--- config.mk ---
export PLATFORM = sky130hd
export DESIGN_NAME = toc_compare_units
export DESIGN_NICKNAME = d
export VERILOG_FILES = /design/src/toc_pkg.sv /design/src/toc_compare_units.sv /design/src/toc_channel.sv
export VERILOG_INCLUDE_DIRS = /design/src
export SDC_FILE = /design/constraint.sdc
export NUM_CORES = 1
export LEC_CHECK = 0
export ABC_AREA = 1
export ABC_CLOCK_PERIOD_IN_PS = 1600
export BUFFER_PORTS_ARGS = -buffer_cell sky130_fd_sc_hd__clkbuf_2
export CORE_UTILIZATION = 40
export DETAILED_ROUTE_END_ITERATION = 10
export GPL_TIMING_DRIVEN = 1
export PLACE_DENSITY = 0.61
export SYNTH_ARGS = -nofsm -noshare
export SYNTH_HDL_FRONTEND = slang
export SYNTH_HIERARCHICAL = 1
export SYNTH_SLANG_ARGS = --single-unit
--- constraint.sdc ---
create_clock -name mclk_i -period 1.6 [get_ports mclk_i]
set_input_delay 0.32 -clock mclk_i [delete_from_list [all_inputs] [get_ports mclk_i]]
set_output_delay 0.32 -clock mclk_i [all_outputs]
set_load 0.005 [all_outputs]
--- src/toc_map.svh ---
/*
  constants of the timer compare units: widths, encodings, reset values.
  assumes it is included once per compilation unit through its guard.
*/
`ifndef TOC_MAP_SVH
`define TOC_MAP_SVH

`define TOC_CMP_W        16
`define TOC_BYTE_W       8
`define TOC_NUM_CH       2
`define TOC_CMP_RST      16'h0000
`define TOC_LEVEL_RST    1'h0
`define TOC_COUNT_MAX    16'hffff

`define TOC_ACT_NONE     2'h0
`define TOC_ACT_TOGGLE   2'h1
`define TOC_ACT_CLEAR    2'h2
`define TOC_ACT_SET      2'h3

`define TOC_MODE_NORMAL  4'h0
`define TOC_MODE_CTC_A   4'h4
`define TOC_MODE_CTC_CAP 4'hc
`define TOC_MODE_RSVD    4'hd

`endif

--- src/toc_pkg.sv ---
/*
  types and mode decoding shared by the compare units.
  assumes toc_map.svh is on the include path.
*/
`include "toc_map.svh"

package toc_pkg;

  typedef logic [1:0]            toc_action_type;
  typedef logic [3:0]            toc_mode_type;
  typedef logic [`TOC_CMP_W-1:0] toc_word_type;

  // twelve modes double buffer; normal, both clear-on-match and reserved do not
  function automatic logic toc_is_pwm(input toc_mode_type m);
    return !(m == `TOC_MODE_NORMAL || m == `TOC_MODE_CTC_A ||
             m == `TOC_MODE_CTC_CAP || m == `TOC_MODE_RSVD);
  endfunction : toc_is_pwm

  // phase correct modes reload at the ceiling, the others at the floor
  function automatic logic toc_load_at_top(input toc_mode_type m);
    return (m == 4'h1 || m == 4'h2 || m == 4'h3 || m == 4'ha || m == 4'hb);
  endfunction : toc_load_at_top

  function automatic logic toc_is_fast(input toc_mode_type m);
    return (m == 4'h5 || m == 4'h6 || m == 4'h7 || m == 4'he || m == 4'hf);
  endfunction : toc_is_fast

endpackage : toc_pkg

--- src/toc_compare_units.sv ---
/*
  two output compare channels of a 16-bit timer with the shared high-byte
  latch, count-write blocking and pin override.
  assumes the counter, its ceiling/floor/direction and the cpu strobes come
  from outside, synchronous to mclk_i; tick_i is the timer clock enable.
*/
// Functional notes
// - compare full count each cycle, flag equality
// - two independent channels, A and B
// - match sets flag one timer tick later
// - enabled flag requests irq, cleared when serviced
// - writing one clears flag, zero ignored
// - waveform from match, mode, action, extremes
// - channel A compare usable as ceiling
// - double buffered in twelve PWM modes
// - buffer loads only at ceiling or floor
// - cpu reaches buffer or active register
// - value changes only on writes; direct read
// - high byte latched, low write moves both
// - force updates level, no flag, non-PWM
// - count write blocks next tick's matches
// - count written at ceiling loses that match
// - output level kept across mode changes
// - action setting applies at once, unbuffered
// - action selects next level and pin source
// - reset clears output levels to zero
// - nonzero action overrides port value
// - zero action leaves level unchanged
`timescale 1ns/1ps
`include "toc_map.svh"

module toc_compare_units (
  input  wire logic                    mclk_i,
  input  wire logic                    arst_n_i,
  input  wire logic                    tick_i,
  input  wire toc_pkg::toc_word_type   timer_count_i,
  input  wire logic                    count_top_i,
  input  wire logic                    count_floor_i,
  input  wire logic                    count_down_i,
  input  wire logic                    count_write_i,
  input  wire toc_pkg::toc_mode_type   waveform_mode_select_i,
  input  wire logic [7:0]              cpu_wdata_i,
  input  wire logic [1:0]              cmp_wr_high_i,
  input  wire logic [1:0]              cmp_wr_low_i,
  input  wire logic [1:0]              cmp_rd_high_i,
  input  wire logic [1:0]              cmp_rd_low_i,
  input  wire logic [1:0]              flag_clear_i,
  input  wire logic [1:0]              irq_ack_i,
  input  wire logic [1:0]              compare_irq_enable_i,
  input  wire toc_pkg::toc_action_type compare_output_action_a_i,
  input  wire toc_pkg::toc_action_type compare_output_action_b_i,
  input  wire logic [1:0]              force_compare_strobe_i,
  input  wire logic [1:0]              port_out_i,
  input  wire logic [1:0]              compare_pin_direction_i,
  output logic [7:0]                   cmp_rd_data_o,
  output logic [1:0]                   compare_match_flag_o,
  output logic [1:0]                   compare_irq_o,
  output logic [1:0]                   compare_output_level_o,
  output logic [1:0]                   match_o,
  output toc_pkg::toc_word_type        compare_a_ceiling_o,
  output logic [1:0]                   pin_out_o,
  output logic [1:0]                   pin_oe_o
);

  // ==========================================================
  // shared state
  logic [7:0]              temp_reg;
  logic                    block_reg;
  logic                    block_w;
  toc_pkg::toc_word_type   wr_value_w;
  toc_pkg::toc_action_type act_w [`TOC_NUM_CH];
  toc_pkg::toc_word_type   view_w [`TOC_NUM_CH];
  toc_pkg::toc_word_type   active_w [`TOC_NUM_CH];
  logic [1:0]              match_w;
  logic [1:0]              flag_w;
  logic [1:0]              level_w;

  assign act_w[0]   = compare_output_action_a_i;
  assign act_w[1]   = compare_output_action_b_i;
  assign wr_value_w = {temp_reg, cpu_wdata_i};

  // ==========================================================
  // high-byte latch, shared by both channels
  // a low write with no prior high write reuses whatever the latch holds
  always_ff @(posedge mclk_i or negedge arst_n_i)
  begin
    if (!arst_n_i)
      temp_reg <= 8'h00;
    else if (|cmp_wr_high_i)
      temp_reg <= cpu_wdata_i;
  end

  // ==========================================================
  // count-write blocking
  // held until a tick passes, so it works with the timer clock stopped
  always_ff @(posedge mclk_i or negedge arst_n_i)
  begin
    if (!arst_n_i)
      block_reg <= 1'h0;
    else if (count_write_i)
      block_reg <= 1'h1;
    else if (tick_i)
      block_reg <= 1'h0;
  end

  // the write cycle itself also blocks: a write overrides counting
  assign block_w = block_reg | count_write_i;

  // ==========================================================
  // channels
  genvar g;
  generate
    for (g = 0; g < `TOC_NUM_CH; g++)
    begin : g_ch
      toc_channel u_ch (
        .mclk_i        (mclk_i),
        .arst_n_i      (arst_n_i),
        .tick_i        (tick_i),
        .count_i       (timer_count_i),
        .count_top_i   (count_top_i),
        .count_floor_i (count_floor_i),
        .count_down_i  (count_down_i),
        .block_i       (block_w),
        .mode_i        (waveform_mode_select_i),
        .action_i      (act_w[g]),
        .flag_clear_i  (flag_clear_i[g]),
        .irq_ack_i     (irq_ack_i[g]),
        .force_i       (force_compare_strobe_i[g]),
        .wr_low_i      (cmp_wr_low_i[g]),
        .wr_value_i    (wr_value_w),
        .match_o       (match_w[g]),
        .flag_o        (flag_w[g]),
        .level_o       (level_w[g]),
        .active_o      (active_w[g]),
        .cpu_view_o    (view_w[g])
      );
    end
  endgenerate

  // ==========================================================
  // registered outputs
  always_ff @(posedge mclk_i or negedge arst_n_i)
  begin
    if (!arst_n_i)
    begin
      compare_match_flag_o   <= 2'h0;
      compare_irq_o          <= 2'h0;
      compare_output_level_o <= 2'h0;
      match_o                <= 2'h0;
    end
    else
    begin
      compare_match_flag_o   <= flag_w;
      compare_irq_o          <= flag_w & compare_irq_enable_i;
      compare_output_level_o <= level_w;
      match_o                <= match_w;
    end
  end

  // channel A's active value feeds the counter's ceiling compare
  always_ff @(posedge mclk_i or negedge arst_n_i)
  begin
    if (!arst_n_i)
      compare_a_ceiling_o <= `TOC_CMP_RST;
    else
      compare_a_ceiling_o <= active_w[0];
  end

  // ==========================================================
  // pin override
  // direction is never taken over; software must set it to see the level
  always_ff @(posedge mclk_i or negedge arst_n_i)
  begin
    if (!arst_n_i)
    begin
      pin_out_o <= 2'h0;
      pin_oe_o  <= 2'h0;
    end
    else
    begin
      for (int i = 0; i < `TOC_NUM_CH; i++)
      begin
        pin_out_o[i] <= (act_w[i] != `TOC_ACT_NONE) ? level_w[i] : port_out_i[i];
        pin_oe_o[i]  <= compare_pin_direction_i[i];
      end
    end
  end

  // ==========================================================
  // compare value read-back, no latch involved
  always_ff @(posedge mclk_i or negedge arst_n_i)
  begin
    if (!arst_n_i)
      cmp_rd_data_o <= 8'h00;
    else if (cmp_rd_low_i[0])
      cmp_rd_data_o <= view_w[0][7:0];
    else if (cmp_rd_high_i[0])
      cmp_rd_data_o <= view_w[0][15:8];
    else if (cmp_rd_low_i[1])
      cmp_rd_data_o <= view_w[1][7:0];
    else if (cmp_rd_high_i[1])
      cmp_rd_data_o <= view_w[1][15:8];
  end
endmodule : toc_compare_units

--- src/toc_channel.sv ---
/*
  one compare channel: active and buffered compare value, match, flag,
  internal output level.
  assumes one clock, tick_i as timer clock enable, counter outside.
*/
`timescale 1ns/1ps
`include "toc_map.svh"

module toc_channel (
  input  wire logic                    mclk_i,
  input  wire logic                    arst_n_i,
  input  wire logic                    tick_i,
  input  wire toc_pkg::toc_word_type   count_i,
  input  wire logic                    count_top_i,
  input  wire logic                    count_floor_i,
  input  wire logic                    count_down_i,
  input  wire logic                    block_i,
  input  wire toc_pkg::toc_mode_type   mode_i,
  input  wire toc_pkg::toc_action_type action_i,
  input  wire logic                    flag_clear_i,
  input  wire logic                    irq_ack_i,
  input  wire logic                    force_i,
  input  wire logic                    wr_low_i,
  input  wire toc_pkg::toc_word_type   wr_value_i,
  output logic                         match_o,
  output logic                         flag_o,
  output logic                         level_o,
  output toc_pkg::toc_word_type        active_o,
  output toc_pkg::toc_word_type        cpu_view_o
);

  // ==========================================================
  // compare
  toc_pkg::toc_word_type active_reg;
  toc_pkg::toc_word_type buf_reg;
  logic                  pend_reg;
  logic                  flag_reg;
  logic                  level_reg;
  logic                  level_next;
  logic                  pwm;
  logic                  load_now;
  logic                  flag_set;

  assign pwm      = toc_pkg::toc_is_pwm(mode_i);
  assign match_o  = tick_i & (count_i == active_reg) & ~block_i;
  assign load_now = pwm & tick_i &
                    (toc_pkg::toc_load_at_top(mode_i) ? count_top_i : count_floor_i);
  assign flag_set = tick_i & pend_reg;

  // ==========================================================
  // compare value storage
  always_ff @(posedge mclk_i or negedge arst_n_i)
  begin
    if (!arst_n_i)
    begin
      active_reg <= `TOC_CMP_RST;
      buf_reg    <= `TOC_CMP_RST;
    end
    else
    begin
      if (wr_low_i)
        buf_reg <= wr_value_i;
      if (wr_low_i && !pwm)
        active_reg <= wr_value_i;
      else if (load_now)
        active_reg <= buf_reg;
    end
  end

  assign cpu_view_o = pwm ? buf_reg : active_reg;
  assign active_o   = active_reg;

  // ==========================================================
  // flag: set one timer tick after the match, set beats clear
  always_ff @(posedge mclk_i or negedge arst_n_i)
  begin
    if (!arst_n_i)
    begin
      pend_reg <= 1'h0;
      flag_reg <= 1'h0;
    end
    else
    begin
      if (tick_i)
        pend_reg <= match_o;
      if (flag_set)
        flag_reg <= 1'h1;
      else if (flag_clear_i || irq_ack_i)
        flag_reg <= 1'h0;
    end
  end

  assign flag_o = flag_reg;

  // ==========================================================
  // output level, untouched by mode changes
  always_comb
  begin
    level_next = level_reg;
    if (!pwm && (match_o || force_i))
    begin
      if (action_i == `TOC_ACT_TOGGLE)
        level_next = ~level_reg;
      else if (action_i == `TOC_ACT_CLEAR)
        level_next = 1'h0;
      else if (action_i == `TOC_ACT_SET)
        level_next = 1'h1;
    end
    else if (toc_pkg::toc_is_fast(mode_i) && action_i[1])
    begin
      if (match_o)
        level_next = ~action_i[0];
      else if (tick_i && count_top_i)
        level_next = action_i[0];
    end
    else if (pwm && action_i[1] && match_o)
      level_next = action_i[0] ^ count_down_i;
  end

  always_ff @(posedge mclk_i or negedge arst_n_i)
  begin
    if (!arst_n_i)
      level_reg <= `TOC_LEVEL_RST;
    else
      level_reg <= level_next;
  end

  assign level_o = level_reg;
endmodule : toc_channel

# Yosys cells after proc, flatten, opt, wreduce, memory -nomap -nowiden
# Cells that the tools add are included.
# word_totals
reg_bits	115
in_bits	59
output_inout_bits	36
elab_cells	138
# classes
eq_ne	25
muxes	35
bitwise_logic	17
n_reduce_logical	41
# op_table
op	n
16-bit 2-to-1 mux	6
16-bit equality test	2
8-bit 2-to-1 mux	4
1-bit 2-to-1 mux	25
4-bit equality test, second input constant	6
4-bit by 3-bit equality test with 1-bit output, second input constant	4
1-bit logical OR	15
2-bit nonzero test	7
1-bit logical AND	11
1-bit AND	8
2-bit equality test, second input constant	4
4-bit by 2-bit equality test with 1-bit output, second input constant	2
4-bit by 2-bit inequality test with 1-bit output, second input constant	2
4-bit inequality test, second input constant	2
3-bit AND reduction	2
3-bit nonzero test	2
1-bit inverter	5
2-bit by 1-bit equality test with 1-bit output, second input constant	2
4-bit by 1-bit equality test with 1-bit output, second input constant	1
4-bit zero test	1
4-bit nonzero test	1
2-bit AND	1
2-bit OR reduction	1
1-bit bitwise XOR	2
2 further kinds	2

# Depth between registers and ports, before layout
# depth
ltp_word	10
mapped_depth	15
mapped_depth_nobuf	15

# By module
# Netlist, hierarchy kept.
# by_module_without_submodules
mod	instances	cells_each	area_per_inst_um2	seq_area_each_um2
toc_channel	2	334	2187.1	875.8
toc_compare_units	1	192	1808.0	1126.1

# Worst setup path after synthesis
# OpenSTA, ideal clock, no wires.
# synth_timing
path_kind	input to register
start	in waveform_mode_select_i[1]
end	reg cmp_rd_data_o[4]
setup_ns	0.065
arrival_ns	1.446
required_time_ns	1.535
path_slack_ns	0.090
path_stages	11
n_path_buf	1
cell_sequence	o21bai_2 a21oi_4 clkbuf_1 nand2_1 o21ai_0 inv_1 nand2_1 nand3_1 nand2_1 nand2_1 nand2_1
# synth_lines
item	line	source
from (decl)	toc_compare_units.sv:41	input wire toc_pkg::toc_mode_type waveform_mode_select_i,
to (signal assigned)	toc_compare_units.sv:196	cmp_rd_data_o <= view_w[0][7:0];
to (signal assigned)	toc_compare_units.sv:198	cmp_rd_data_o <= view_w[0][15:8];
to (signal assigned)	toc_compare_units.sv:200	cmp_rd_data_o <= view_w[1][7:0];
to (decl)	toc_compare_units.sv:55	output logic [7:0] cmp_rd_data_o,

# Worst setup path after layout
# layout_timing
start	reg g_ch[0].u_ch.active_reg[9]
end	reg g_ch[0].u_ch.level_reg
# layout_between
elab_chain_len	7
word_cells_on_any_way	13
classes_between	eq/ne (3); mux (3); bitwise (2); reduce/logical (5)
# layout_lines
item	line	source
from (decl)	toc_channel.sv:34	toc_pkg::toc_word_type active_reg;
from (signal assigned)	toc_channel.sv:56	active_reg <= `TOC_CMP_RST;
from (signal assigned)	toc_channel.sv:64	active_reg <= wr_value_i;
from (signal assigned)	toc_channel.sv:66	active_reg <= buf_reg;
16-bit equality test (*)	toc_channel.sv:45	assign match_o = tick_i & (count_i == active_reg) & ~block_i;
1-bit AND (*) (2 in a row)	toc_channel.sv:45	
1-bit logical OR	toc_channel.sv:100	if (!pwm && (match_o || force_i))
1-bit logical AND	toc_channel.sv:100	
4-bit inequality test (no source line), or another cell as far along	n/a	
3-bit AND reduction (no source line)	n/a	
to (signal assigned)	toc_channel.sv:123	level_reg <= `TOC_LEVEL_RST;
to (signal assigned)	toc_channel.sv:125	level_reg <= level_next;
to (decl)	toc_channel.sv:38	logic level_reg;
# Mark *: on every way between the ends. The rest lies on a longest branch, timed or not.
# A chain may end at the register's enable or synchronous reset.

==> results.txt <==
DRC viols - 0
Clk_lat worst skew - 0.42 ns
Clk slew on worst S/H paths - 0.05 ns
Post-Route WL - 19.0 mm
Full die area - 16,000 sq um
ANT cells - 0
Syn nets - 919
Num CTS Buffers - 17
Clock skew - 0.00874 ns
Comb pwr share - 23.9%
RSZ-0062 raised after global routing - yes
Crit path top cell by count - nand2_1
Slew Limit Fails - 0
Cell Area, Synth - 6180 sq um
Slew @ Worst Pin - 0.380 ns
Fillers - 1,494
Fmax - 635 MHz
Final Hold Slack - 0.0829 ns
Critical Path Start Type - register
Period Utilization, post-route - 98.5%
Pre-antenna DRT Iters - 5
Cells after synthesis - 860
Die X-Extent - 126 um
Core region area - 15,100 sq um
Worst path cell trace - buf_4 -> nand2_4 -> nand2_1 -> nor2_1 -> nand2_1 -> nor2_1 -> nand3_1 -> nand2_1 -> nand2_1 -> nand2_2 -> nand2_2 -> nor2_1 -> nand2_1 -> nand2_1
Avg Cell Area, Syn - 7.19 sq um
Clock power frac - 39.9%
Post-route ant nets - 0
Total grt overflow - 0
Worst Path Max Fanout - 3
CTS tree - built
Crit path largest cell delay - 0.38 ns
Initial antenna violation count - 0
Top Family by Delay on Critical Path - simple AND/OR/NAND/NOR gates
Layout cells sized above 1 - 28.5%
Final setup fails - 0
Power per Cell Area - 1210 nW/um^2
Sw Share - 30.3%
Seq/Total Area, Yosys - 46.5%
Final hold violations - 0
I/O Pins - 95
Outcome - complete, no violations
Number of global-route vias before repair - 5,577
Largest net degree at the start of global routing - 37
Total Nets Final - 1,102
H-Tree Depth - 4
Final min period - 1.58 ns
Slew headroom - 74.4%
Layout area overhead - 34.8%
Area of the multi-input gates - 2750 sq um
Routed vias/inst - 4.89
WP data arrival - 1.94 ns
HP Class - in2reg
Net load switching power - 3.07 mW
CTS Buffer Depth - 2
Crit Path Category - reg2reg
Sequential Area - 2880 sq um
Critical Path RT - 1.96 ns
Max IR drop VDD - 0.872 mV
P_leak - 4.51 nW
GRT Total Usage - 24.9%
Yosys warning count - 6
CP bufs+invs - 1
Reg power frac - 36.2%
Clock sink total - 115
Chip height - 126 um
Setup TNS - 0 ns
First-pass GRT wire length - 29.7 mm
CP Capture Type - register
Int Pwr - 7.04 mW
Initial Util - 40.8%
Routability Congestion - 0.951
Initial DRC Count - 386
WL/cell - 15.3 um
Slowest cell on crit path - dfrtp_1
#FFs+latches synth - 115
Distinct cells, synth - 28
Placement row count - 45
Fin worst setup slack - 0.0242 ns
Root Buffer - clkbuf_16
Max Cap Viol - 0
Via count - 6,077
Overall Power - 10.1 mW
Pre-CTS setup slack - -0.180 ns
I/O Buffers - 94
HPWL Detailed - 14.5 mm
-- synthesized netlist by cell type (all sizes together) --
cell	instances	area, sq um
a21oi	20	130
inv	141	529
o211ai	2	15.0
nor2	61	279
o21bai	2	22.5
xnor2	2	17.5
buf	11	100
o21ai	107	551
nand3	32	170
o22ai	22	138
o221ai	6	52.6
nor3b	2	15.0
nand2	317	1190
dfrtp	115	2880
nand4	6	37.5
clkbuf	14	52.6
-- layout by cell type, fill, tap and decap left out, types with 3 or more instances in the layout --
cell type,instances
nand2_1,286
inv_1,121
dfrtp_1,113
clkbuf_2,93
o21ai_0,83
buf_4,83
nor2_1,46
nand3_1,29
nand2_2,28
o22ai_1,22
inv_2,20
o21ai_1,20
clkbuf_16,17
a21oi_1,16
nor2_2,11
buf_12,9
nand4_1,6
o221ai_1,6
clkinv_2,5
bufinv_16,4
o21ai_2,4
nand2_4,3
clkinv_4,3
nand3_2,3
dlygate4sd3_1,3
-- layer usage --
layer | part of all wire [%] | up-vias | wire, um | track usage [%]
met3 | 4.8 | 27 | 909 | 5.31
li1 | - | 3084 | - | -
met1 | 48 | 2826 | 9090 | 34.6
met4 | 1.9 | 0 | 367 | 9.71
met2 | 45 | 140 | 8620 | 38.1
met5 | 0 | - | 0 | 0
-- final cells by class --
class                           count  share of cell area [%]
Inverter                          141                    6.35
Clock buffer                       18                    5.27
Sequential cell                   115                    34.6
Clock inverter                     14                    2.24
Timing Repair Buffer              189                    15.7
Multi-Input combinational cell    579                    33.0
Tap cell                          188                    2.82
-- kinds of logic after synthesis --
logic type | Yosys count | synth area share (%)
flip-flops | 115 | 46.5
buffers and inverters | 166 | 11.0
XOR/XNOR | 2 | 0.283
AO/OA/AOI/OAI | 159 | 14.7
AND/OR/NAND/NOR | 418 | 27.4
-- path summary, 6_finish.rpt --
kind                                                       from                             endpoint  slack (ns)  cells after the start
max                        g_ch[0].u_ch/active_o[9]$_DFFE_PN0P_     g_ch[0].u_ch/level_o$_DFFE_PN0P_        0.02                     14
min                                     compare_irq_enable_i[1]           compare_irq_o[1]$_DFF_PN0_        0.08                      3
max reg2reg                g_ch[0].u_ch/active_o[9]$_DFFE_PN0P_     g_ch[0].u_ch/level_o$_DFFE_PN0P_        0.02                     14
min reg2reg                     g_ch[0].u_ch/flag_o$_DFFE_PN0P_    compare_match_flag_o[0]$_DFF_PN0_        0.40                      0
max in group asynchronous                              arst_n_i  g_ch[1].u_ch/buf_reg[3]$_DFFE_PN0P_        0.75                      3
min in group asynchronous                              arst_n_i    compare_match_flag_o[1]$_DFF_PN0_        0.31                      2
-- power groups by stage --
stage | Sequential (mW) | Clock [mW] | Combinational (mW)
after CTS | 3.66 | 4.09 | 2.20
after global routing | 3.71 | 4.23 | 2.68
after global placement | 3.71 | 0 | 2.10
after floorplan | 3.62 | 0 | 1.13
final | 3.66 | 4.03 | 2.42
after detailed placement | 3.71 | 0 | 2.11
-- timing repair --
item                       4_1_cts  5_1_grt
buffers inserted                 7       16
hold endpoints to repair        14        0
gates resized for setup          4       53
pin swaps                        0       36
hold buffers                     3        0
setup endpoints to repair        2        2
-- per-stage QoR --
stage | std cells | instance area (sq um) | util (%)
after detailed placement | 1186 | 7370 | 48.6
final | 1244 | 8330 | 55.0
after global routing | 1244 | 8330 | 55.0
after floorplan | 860 | 6180 | -
after CTS | 1228 | 8090 | 53.4
after global placement | 1186 | 7370 | 48.6
-- worst reg2reg max path, cell delays in order (launching register included) --
cell and delay (ns):
dfrtp_1 0.38, buf_4 0.16, nand2_4 0.07, nand2_1 0.05, nor2_1 0.10, nand2_1 0.07, nor2_1 0.12, nand3_1 0.11
nand2_1 0.09, nand2_1 0.06, nand2_2 0.07, nand2_2 0.05, nor2_1 0.09, nand2_1 0.06, nand2_1 0.05
No activity file was read; power rests on OpenSTA's default activity.
